===== src/common/pcb_defs.svh =====
// Purpose: constants of the configuration register bank
// Assumes: byte addresses, one 32-bit word per register
// Notes: masks mark host-writable bits
`ifndef PCB_DEFS_SVH
`define PCB_DEFS_SVH
`define PCB_OFS_ID 8'h00
`define PCB_OFS_CMD 8'h04
`define PCB_OFS_CLASS 8'h08
`define PCB_OFS_LAT 8'h0c
`define PCB_OFS_IO 8'h10
`define PCB_OFS_MEM 8'h14
`define PCB_OFS_SUB 8'h2c
`define PCB_OFS_ROM 8'h30
`define PCB_OFS_CAPP 8'h34
`define PCB_OFS_INT 8'h3c
`define PCB_OFS_SCRATCH 8'h40
`define PCB_OFS_FPRINT 8'h80
`define PCB_OFS_PMC 8'hc0
`define PCB_OFS_PMCS 8'hc4
`define PCB_MSK_CMD 32'h0000_0147
`define PCB_MSK_LAT 32'h0000_ffff
`define PCB_MSK_IO 32'hffff_ff00
`define PCB_MSK_MEM 32'hffff_ff00
`define PCB_MSK_ROM 32'hfffe_0001
`define PCB_MSK_INT 32'h0000_00ff
`define PCB_MSK_SCRATCH 32'h0000_ff00
`define PCB_MSK_PMCS 32'h0000_0103
`define PCB_STS_PERR 31
`define PCB_STS_SERR 30
`define PCB_STS_MABT 29
`define PCB_STS_TABT 28
`define PCB_STS_DPR 24
`define PCB_CMD_PERR_EN 6
`define PCB_STS_FIXED 16'h0280
`define PCB_STS_NEWCAP 20
`define PCB_IO_IND 32'h0000_0001
`define PCB_CAP_ID 8'h01
`define PCB_NEXT_PTR 8'h00
`define PCB_INT_PIN 8'h01
`define PCB_ZERO 32'h0000_0000
`endif


===== src/common/pcb_pkg.sv =====
// Purpose: types of the configuration register bank
// Assumes: nothing
// Notes: load sequencer states
package pcb_pkg;
  typedef enum logic [0:0] {LD_FETCH, LD_DONE} pcb_ld_e;
  typedef logic [31:0] pcb_word_t;
endpackage


===== src/pcb_cfg_bank.sv =====
// Purpose: configuration register bank of an Ethernet controller
// Assumes: word-aligned addresses, byte enables per lane
// Notes: ID fields come from the serial EEPROM loader after reset
`include "pcb_defs.svh"
`timescale 1ns/1ps
`default_nettype none
module pcb_cfg_bank
  import pcb_pkg::*;
#(
  parameter logic [23:0] CLASS_CODE = 24'h020000,
  parameter logic [7:0] REV_STEP = 8'h00,
  // Arbitrary value
  parameter logic [31:0] SIGNATURE = 32'h5a5a_0001,
  parameter logic [15:0] PM_CAPS = 16'h0002,
  parameter logic NEW_CAP = 1'b1
) (
  input wire logic CLK,
  input wire logic RST_B,
  input wire logic [7:0] ADDR,
  input wire logic [31:0] WDATA,
  input wire logic [3:0] BE,
  input wire logic WR,
  input wire logic RD,
  output logic [31:0] RDATA,
  input wire logic EE_ACK,
  input wire logic [15:0] EE_DEV_ID,
  input wire logic [15:0] EE_VEN_ID,
  input wire logic [15:0] EE_SUB_ID,
  input wire logic [15:0] EE_SUBVEN_ID,
  input wire logic [7:0] EE_MAX_LAT,
  input wire logic [7:0] EE_MIN_GNT,
  output logic EE_REQ,
  output logic LOAD_DONE,
  input wire logic PERR_DET,
  input wire logic SERR_DRV,
  input wire logic MABT_DET,
  input wire logic TABT_DET,
  input wire logic BUS_MASTER,
  output logic [15:0] CMD,
  output logic [1:0] PM_STATE
);

  ////////////////////////////////////////////////////////////////////////
  // Reset release; soft reset never reaches this bank
  logic rst_s1_r;
  logic rst_n;

  always_ff @(posedge CLK or negedge RST_B) begin
    if (!RST_B) begin
      rst_s1_r <= 1'b0;
      rst_n <= 1'b0;
    end else begin
      rst_s1_r <= 1'b1;
      rst_n <= rst_s1_r;
    end
  end

  function automatic pcb_word_t merge(input pcb_word_t old, input pcb_word_t wd,
                                      input logic [3:0] be, input pcb_word_t msk);
    pcb_word_t lane;
    lane = {{8{be[3]}}, {8{be[2]}}, {8{be[1]}}, {8{be[0]}}};
    merge = (old & ~(lane & msk)) | (wd & lane & msk);
  endfunction

  ////////////////////////////////////////////////////////////////////////
  // EEPROM load sequencer
  pcb_ld_e ld_r, ld_nxt;
  logic [15:0] dev_r, dev_nxt, ven_r, ven_nxt, sub_r, sub_nxt, subv_r, subv_nxt;
  logic [7:0] mlat_r, mlat_nxt, mgnt_r, mgnt_nxt;

  always_comb begin
    ld_nxt = ld_r;
    dev_nxt = dev_r;
    ven_nxt = ven_r;
    sub_nxt = sub_r;
    subv_nxt = subv_r;
    mlat_nxt = mlat_r;
    mgnt_nxt = mgnt_r;
    unique case (ld_r)
      LD_FETCH: begin
        if (EE_ACK) begin
          ld_nxt = LD_DONE;
          dev_nxt = EE_DEV_ID;
          ven_nxt = EE_VEN_ID;
          sub_nxt = EE_SUB_ID;
          subv_nxt = EE_SUBVEN_ID;
          mlat_nxt = EE_MAX_LAT;
          mgnt_nxt = EE_MIN_GNT;
        end
      end
      LD_DONE: begin
        ld_nxt = LD_DONE;
      end
    endcase
  end

  always_ff @(posedge CLK or negedge rst_n) begin
    if (!rst_n) begin
      ld_r <= LD_FETCH;
      dev_r <= 16'h0;
      ven_r <= 16'h0;
      sub_r <= 16'h0;
      subv_r <= 16'h0;
      mlat_r <= 8'h0;
      mgnt_r <= 8'h0;
      EE_REQ <= 1'b0;
      LOAD_DONE <= 1'b0;
    end else begin
      ld_r <= ld_nxt;
      dev_r <= dev_nxt;
      ven_r <= ven_nxt;
      sub_r <= sub_nxt;
      subv_r <= subv_nxt;
      mlat_r <= mlat_nxt;
      mgnt_r <= mgnt_nxt;
      EE_REQ <= (ld_nxt == LD_FETCH);
      LOAD_DONE <= (ld_nxt == LD_DONE);
    end
  end

  ////////////////////////////////////////////////////////////////////////
  // Writable registers
  logic [7:0] wa;
  pcb_word_t cmd_r, cmd_nxt, lat_r, lat_nxt, io_r, io_nxt, mem_r, mem_nxt;
  pcb_word_t rom_r, rom_nxt, int_r, int_nxt, scratch_r, scratch_nxt, pmcs_r, pmcs_nxt;
  logic [4:0] sts_r, sts_nxt;
  logic [4:0] sts_set, sts_clr;

  assign wa = {ADDR[7:2], 2'b00};

  always_comb begin
    cmd_nxt = cmd_r;
    lat_nxt = lat_r;
    io_nxt = io_r;
    mem_nxt = mem_r;
    rom_nxt = rom_r;
    int_nxt = int_r;
    scratch_nxt = scratch_r;
    pmcs_nxt = pmcs_r;
    sts_clr = 5'h0;
    // Parity flag ignores the enable bit; report needs it
    sts_set = {PERR_DET, SERR_DRV, MABT_DET, TABT_DET,
               PERR_DET & BUS_MASTER & cmd_r[`PCB_CMD_PERR_EN]};
    if (WR) begin
      unique case (wa)
        `PCB_OFS_CMD: begin
          cmd_nxt = merge(cmd_r, WDATA, BE, `PCB_MSK_CMD);
          if (BE[3]) begin
            sts_clr = {WDATA[`PCB_STS_PERR], WDATA[`PCB_STS_SERR], WDATA[`PCB_STS_MABT],
                       WDATA[`PCB_STS_TABT], WDATA[`PCB_STS_DPR]};
          end
        end
        `PCB_OFS_LAT: lat_nxt = merge(lat_r, WDATA, BE, `PCB_MSK_LAT);
        `PCB_OFS_IO: io_nxt = merge(io_r, WDATA, BE, `PCB_MSK_IO);
        `PCB_OFS_MEM: mem_nxt = merge(mem_r, WDATA, BE, `PCB_MSK_MEM);
        `PCB_OFS_ROM: rom_nxt = merge(rom_r, WDATA, BE, `PCB_MSK_ROM);
        `PCB_OFS_INT: int_nxt = merge(int_r, WDATA, BE, `PCB_MSK_INT);
        `PCB_OFS_SCRATCH: scratch_nxt = merge(scratch_r, WDATA, BE, `PCB_MSK_SCRATCH);
        `PCB_OFS_PMCS: pmcs_nxt = merge(pmcs_r, WDATA, BE, `PCB_MSK_PMCS);
        default: begin
          // ID, signature and unmapped words ignore writes
          cmd_nxt = cmd_r;
        end
      endcase
    end
    // Set wins over a clear in the same cycle
    sts_nxt = (sts_r & ~sts_clr) | sts_set;
  end

  always_ff @(posedge CLK or negedge rst_n) begin
    if (!rst_n) begin
      cmd_r <= `PCB_ZERO;
      lat_r <= `PCB_ZERO;
      io_r <= `PCB_ZERO;
      mem_r <= `PCB_ZERO;
      rom_r <= `PCB_ZERO;
      int_r <= `PCB_ZERO;
      scratch_r <= `PCB_ZERO;
      pmcs_r <= `PCB_ZERO;
      sts_r <= 5'h0;
      CMD <= 16'h0;
      PM_STATE <= 2'h0;
    end else begin
      cmd_r <= cmd_nxt;
      lat_r <= lat_nxt;
      io_r <= io_nxt;
      mem_r <= mem_nxt;
      rom_r <= rom_nxt;
      int_r <= int_nxt;
      scratch_r <= scratch_nxt;
      pmcs_r <= pmcs_nxt;
      sts_r <= sts_nxt;
      CMD <= cmd_nxt[15:0];
      PM_STATE <= pmcs_nxt[1:0];
    end
  end

  ////////////////////////////////////////////////////////////////////////
  // Read path; data stand one cycle, zero otherwise
  pcb_word_t rd_nxt, sts_word;

  always_comb begin
    sts_word = `PCB_ZERO;
    sts_word[31:16] = `PCB_STS_FIXED;
    sts_word[`PCB_STS_NEWCAP] = NEW_CAP;
    sts_word[`PCB_STS_PERR] = sts_r[4];
    sts_word[`PCB_STS_SERR] = sts_r[3];
    sts_word[`PCB_STS_MABT] = sts_r[2];
    sts_word[`PCB_STS_TABT] = sts_r[1];
    sts_word[`PCB_STS_DPR] = sts_r[0];
    rd_nxt = `PCB_ZERO;
    if (RD) begin
      unique case (wa)
        `PCB_OFS_ID: rd_nxt = {dev_r, ven_r};
        `PCB_OFS_CMD: rd_nxt = sts_word | cmd_r;
        `PCB_OFS_CLASS: rd_nxt = {CLASS_CODE, REV_STEP};
        `PCB_OFS_LAT: rd_nxt = lat_r;
        `PCB_OFS_IO: rd_nxt = io_r | `PCB_IO_IND;
        `PCB_OFS_MEM: rd_nxt = mem_r;
        `PCB_OFS_SUB: rd_nxt = {sub_r, subv_r};
        `PCB_OFS_ROM: rd_nxt = rom_r;
        `PCB_OFS_CAPP: rd_nxt = {24'h0, `PCB_OFS_PMC};
        `PCB_OFS_INT: rd_nxt = {mlat_r, mgnt_r, `PCB_INT_PIN, int_r[7:0]};
        `PCB_OFS_SCRATCH: rd_nxt = scratch_r;
        `PCB_OFS_FPRINT: rd_nxt = SIGNATURE;
        `PCB_OFS_PMC: rd_nxt = {PM_CAPS, `PCB_NEXT_PTR, `PCB_CAP_ID};
        `PCB_OFS_PMCS: rd_nxt = pmcs_r;
        default: rd_nxt = `PCB_ZERO;
      endcase
    end
  end

  always_ff @(posedge CLK or negedge rst_n) begin
    if (!rst_n) begin
      RDATA <= `PCB_ZERO;
    end else begin
      RDATA <= rd_nxt;
    end
  end
endmodule
`default_nettype wire


===== config.mk =====
export PLATFORM = sky130hd
export DESIGN_NAME = pcb_cfg_bank
export DESIGN_NICKNAME = d
export VERILOG_FILES = /design/src/common/pcb_pkg.sv /design/src/pcb_cfg_bank.sv
export VERILOG_INCLUDE_DIRS = /design/src /design/src/common
export SDC_FILE = /design/constraint.sdc
export NUM_CORES = 1
export LEC_CHECK = 0
export BUFFER_PORTS_ARGS = -buffer_cell sky130_fd_sc_hd__clkbuf_2
export CAP_MARGIN = 30
export CORE_UTILIZATION = 50
export DETAILED_ROUTE_END_ITERATION = 10
export GPL_TIMING_DRIVEN = 1
export PLACE_DENSITY = 0.75
export SLEW_MARGIN = 15
export SYNTH_ARGS = -nofsm -noshare
export SYNTH_HDL_FRONTEND = slang
export SYNTH_SLANG_ARGS = --single-unit

===== constraint.sdc =====
create_clock -name CLK -period 7.2 [get_ports CLK]
set_input_delay 1.44 -clock CLK [delete_from_list [all_inputs] [get_ports CLK]]
set_output_delay 1.44 -clock CLK [all_outputs]
set_load 0.01 [all_outputs]

==> Word-level counts from Yosys, hierarchy flattened <==
Cells that the tools add are included.
{ "op_classes": {"n_lt_le_gt_ge": 0, "mul": 0, "mux": 11, "n_reduce_logical": 10, "bitwise": 32, "add_sub_neg": 0, "eq_ne": 13, "n_shift": 0, "div_mod_pow": 0} }
{ "op_table": {"columns": ["cell", "count"], "rows": [
  ["32-bit case mux with 14 select lines", 1],
  ["32-bit bitwise AND", 9],
  ["32-bit bitwise OR", 4],
  ["16-bit inverter with 32-bit output", 2],
  ["32-bit inverter", 2],
  ["9-bit inverter with 32-bit output", 2],
  ["32-bit by 16-bit bitwise OR with 32-bit output", 2],
  ["32-bit by 9-bit bitwise OR with 32-bit output", 2],
  ["16-bit 2-to-1 mux", 2],
  ["32-bit 2-to-1 mux", 1],
  ["8-bit inverter with 32-bit output", 1],
  ["32-bit by 8-bit bitwise OR with 32-bit output", 1],
  ["6-bit by 4-bit equality test with 1-bit output (second input constant)", 4],
  ["6-bit equality test (second input constant)", 3],
  ["2-bit AND reduction", 9],
  ["5-bit 2-to-1 mux", 3],
  ["6-bit by 2-bit equality test with 1-bit output (second input constant)", 2],
  ["6-bit by 3-bit equality test with 1-bit output (second input constant)", 2],
  ["8-bit zero test", 1],
  ["6-bit by 1-bit equality test with 1-bit output (second input constant)", 1],
  ["6-bit by 5-bit equality test with 1-bit output (second input constant)", 1],
  ["5-bit bitwise AND", 1],
  ["5-bit inverter", 1],
  ["5-bit bitwise OR", 1],
  ["other kinds (5)", 8]
]} }
{ "word_totals": {"regBits": 377, "elab_cells": 88, "mem_count": 0, "rom_bits": 0, "latch_bits": 0, "in_bits": 134, "ramBits": 0} }

==> Longest topological paths before layout <==
{ "depth": {"ltp_word": 6, "ltp_mapped": 8, "mapped_depth_nobuf": 5} }

==> Least setup slack after synthesis <==
No wires, ideal clock.
{ "synth_path": {"path_type": "in2reg", "start": "in ADDR[7]", "end": "reg (tool-made name)", "arrival_ps": 2905, "setup_slack_ps": 4170, "stages": 6, "n_path_buf": 2, "required_ps": 7075, "setup_ps": 125, "cell_sequence": "buf_2 > or4_4 > nor2_8 > and3_4 > buf_12 > mux2_4"} }
{ "synth_lines": {"columns": ["element", "line", "source"], "rows": [
  ["start, declared", "pcb_cfg_bank.sv:19", "input wire logic [7:0] ADDR,"]
]} }

==> flow_metrics.tcl <==
set metrics [dict create \
    slew_violations 0 \
    outcome "completed" \
    rsz0062_at_grt "no" \
    ant_nets 0 \
    min_period_over_period_pct 47.1 \
    leakagePower_uw 0.00537 \
    ff_latch_area_mm2 0.00563 \
    vias 6243 \
    finClkSkew_ns 0.0132 \
    coreArea_mm2 0.0187 \
    path_class "in -> reg" \
    drt_first_iter_violations 443 \
    p_per_area_mw_per_mm2 263 \
    crit_arrival_ns 3.79 \
    ys_async_sr_fraction_pct 100 \
    cts_resized 0 \
    numCtsBuffers 25 \
    post_drt_wl_per_cell_um 20.5 \
    end_kind "flip-flop" \
    peakVddDrop_uv 169 \
    crit_fanout 16 \
    die_h_um 140 \
    clk_latency_ns 0.52 \
    netlist_area_mm2 0.00955 \
    gp_congestion 0.775 \
    first_pass_iters 5 \
    yosysTopAreaCell "dfrtp_1" \
    hp-class "reg -> reg" \
    start_kind "input pin" \
    dieWidth_um 140 \
    hold_violations 0 \
    ios 186 \
    setup_violations 0 \
    drv_cap 0 \
    drive_gt1_share_pct 50.1 \
    yosys_warnings 0 \
    antenna_cells 0 \
    grt_pass1_vias 6431 \
    drc_errors 0 \
    overflow 0 \
    final_nets 959 \
    cts_max_path_buffers 3 \
    clkTransAtPathRegs_ns 0.06 \
    area_delta_synth_final_pct 18.6 \
    synth_cell_types 54 \
    portBuffers 172 \
    worst_pin_slew_ns 0.873 \
    fin_setup_tns_ns 0 \
    antenna_found_initial 1 \
    yosys-top-cells-count "dfrtp_1 (225), mux2_2 (165), a22oi_1 (57)" \
    ys_seq_area_share_pct 59.0 \
    yosysMostFrequentCell "dfrtp_1" \
    cts-root-buf "clkbuf_16" \
    grt_usage_pct 23.2 \
    synth_top_area_share_pct 59.0 \
    relSlewSlack_pct 41.8 \
    synth_edf_count 0 \
    period_needed_ns 3.39 \
    fin_ws_ns 3.81 \
    final_util_pct 60.5 \
    hpwl_um 14300 \
    htreeDepth 1 \
    cp.required_ns 7.60 \
    syn_area_per_cell_um2 14.3 \
    max_freq_mhz 295 \
    grt_max_degree 165 \
    routed_wl_um 22000 \
    fill_cells 1460 \
    ys_top_cells_by_area "dfrtp_1 (59%), mux2_2 (19%), a22oi_1 (4.5%)" \
    ys_seq_elements 225 \
    viasPerCell 5.80 \
    cts_setup_buffers 0 \
    pre_cts_ws_ns 3.24 \
    dieArea_mm2 0.0197 \
    synth-main-ff-cell "dfrtp_1" \
    clock_sinks 225 \
    initial_core_util_pct 51.0 \
    cts_tree "built" \
    grt_pass1_wl_um 35300 \
    hold_buffers 0 \
    syn_inst 669 \
    row_count 50 \
    multi_input_area_mm2 0.00357 \
]
critical path, cell delays in order:
cell and delay [ns]:
clkbuf_2 0.18, nor4b_1 0.36, and2_1 0.59, buf_4 0.36, and3_1 0.47, mux2_2 0.39
stage by stage:
step	total power, uW	cell area, um^2	cells	hold slack (ns)
after floorplan	1570	9580	679	0.331
after global placement	1640	10400	1032	0.335
after detailed placement	1650	10400	1032	0.361
after CTS	3000	11300	1077	0.373
after global routing	3080	11300	1077	0.379
final	2970	11300	1077	0.371
placed cells by master (no fill, tap or decap), types with 2 or more instances in the layout:
cell       count
nand3_2        4
and3_4         2
conb_1        12
clkbuf_16     25
clkbuf_8       4
mux2_2       165
a21oi_1       16
nand3_1        5
mux2_4        16
o21ai_0        3
and3_1        10
a222oi_1      14
a221oi_1       3
a21o_1         4
a22o_1         4
a31oi_1       24
and2_1         2
clkinv_2       7
clkbuf_1       2
clkbuf_2     172
nor2_1         6
a211oi_1       2
bufinv_16      4
inv_1          2
mux2_1         2
dfrtp_1      224
nand2_1       12
a22oi_1       57
or2_2          2
buf_4          8
per-layer routing:
metal | routed length [um] | global-route usage (%) | vias up
li1 | - | - | 2808
met5 | 13 | 0 | -
met4 | 448 | 6.71 | 2
met2 | 10400 | 37.9 | 244
met1 | 9350 | 30.8 | 3148
met3 | 1840 | 5.85 | 41
worst paths after layout:
| check | cells after the start | slack (ns) | end | startpoint |
|---|---|---|---|---|
| worst min-delay path | 0 | 0.37 | rst_n | rst_s1_r |
| worst max register to register | 3 | 4.89 | sub_r[2] | ld_r |
| worst min register to register | 0 | 0.37 | rst_n | rst_s1_r |
| min in group asynchronous | 0 | 0.41 | async pin | rst_n |
| max in group asynchronous | 1 | 5.46 | async pin | rst_n |
| worst max-delay path | 6 | 3.81 | flip-flop | ADDR[6] |
layout make-up:
cell class | count | area share [%]
clock buffer | 31 | 6.08
clock inverter | 14 | 1.61
inverter | 2 | 0.0663
multi-input combinational | 390 | 31.6
sequential | 225 | 49.8
tap | 234 | 2.59
timing repair buffer | 181 | 8.31
report_power, final:
group / internal [uW] / switching, uW / total [uW]
Sequential: 1370 / 62.7 / 1430
Combinational: 114 / 87.4 / 201
Clock: 823 / 519 / 1340
cell families after synthesis:
group	count (synthesis)	synth area share (%)
flip-flops	225	59.0
multiplexers	184	22.3
AO/OA/AOI/OAI	135	10.4
buffers and inverters	64	4.09
AND/OR/NAND/NOR	59	4.12
other	2	0.0787
No activity file was read; power rests on OpenSTA's default activity.
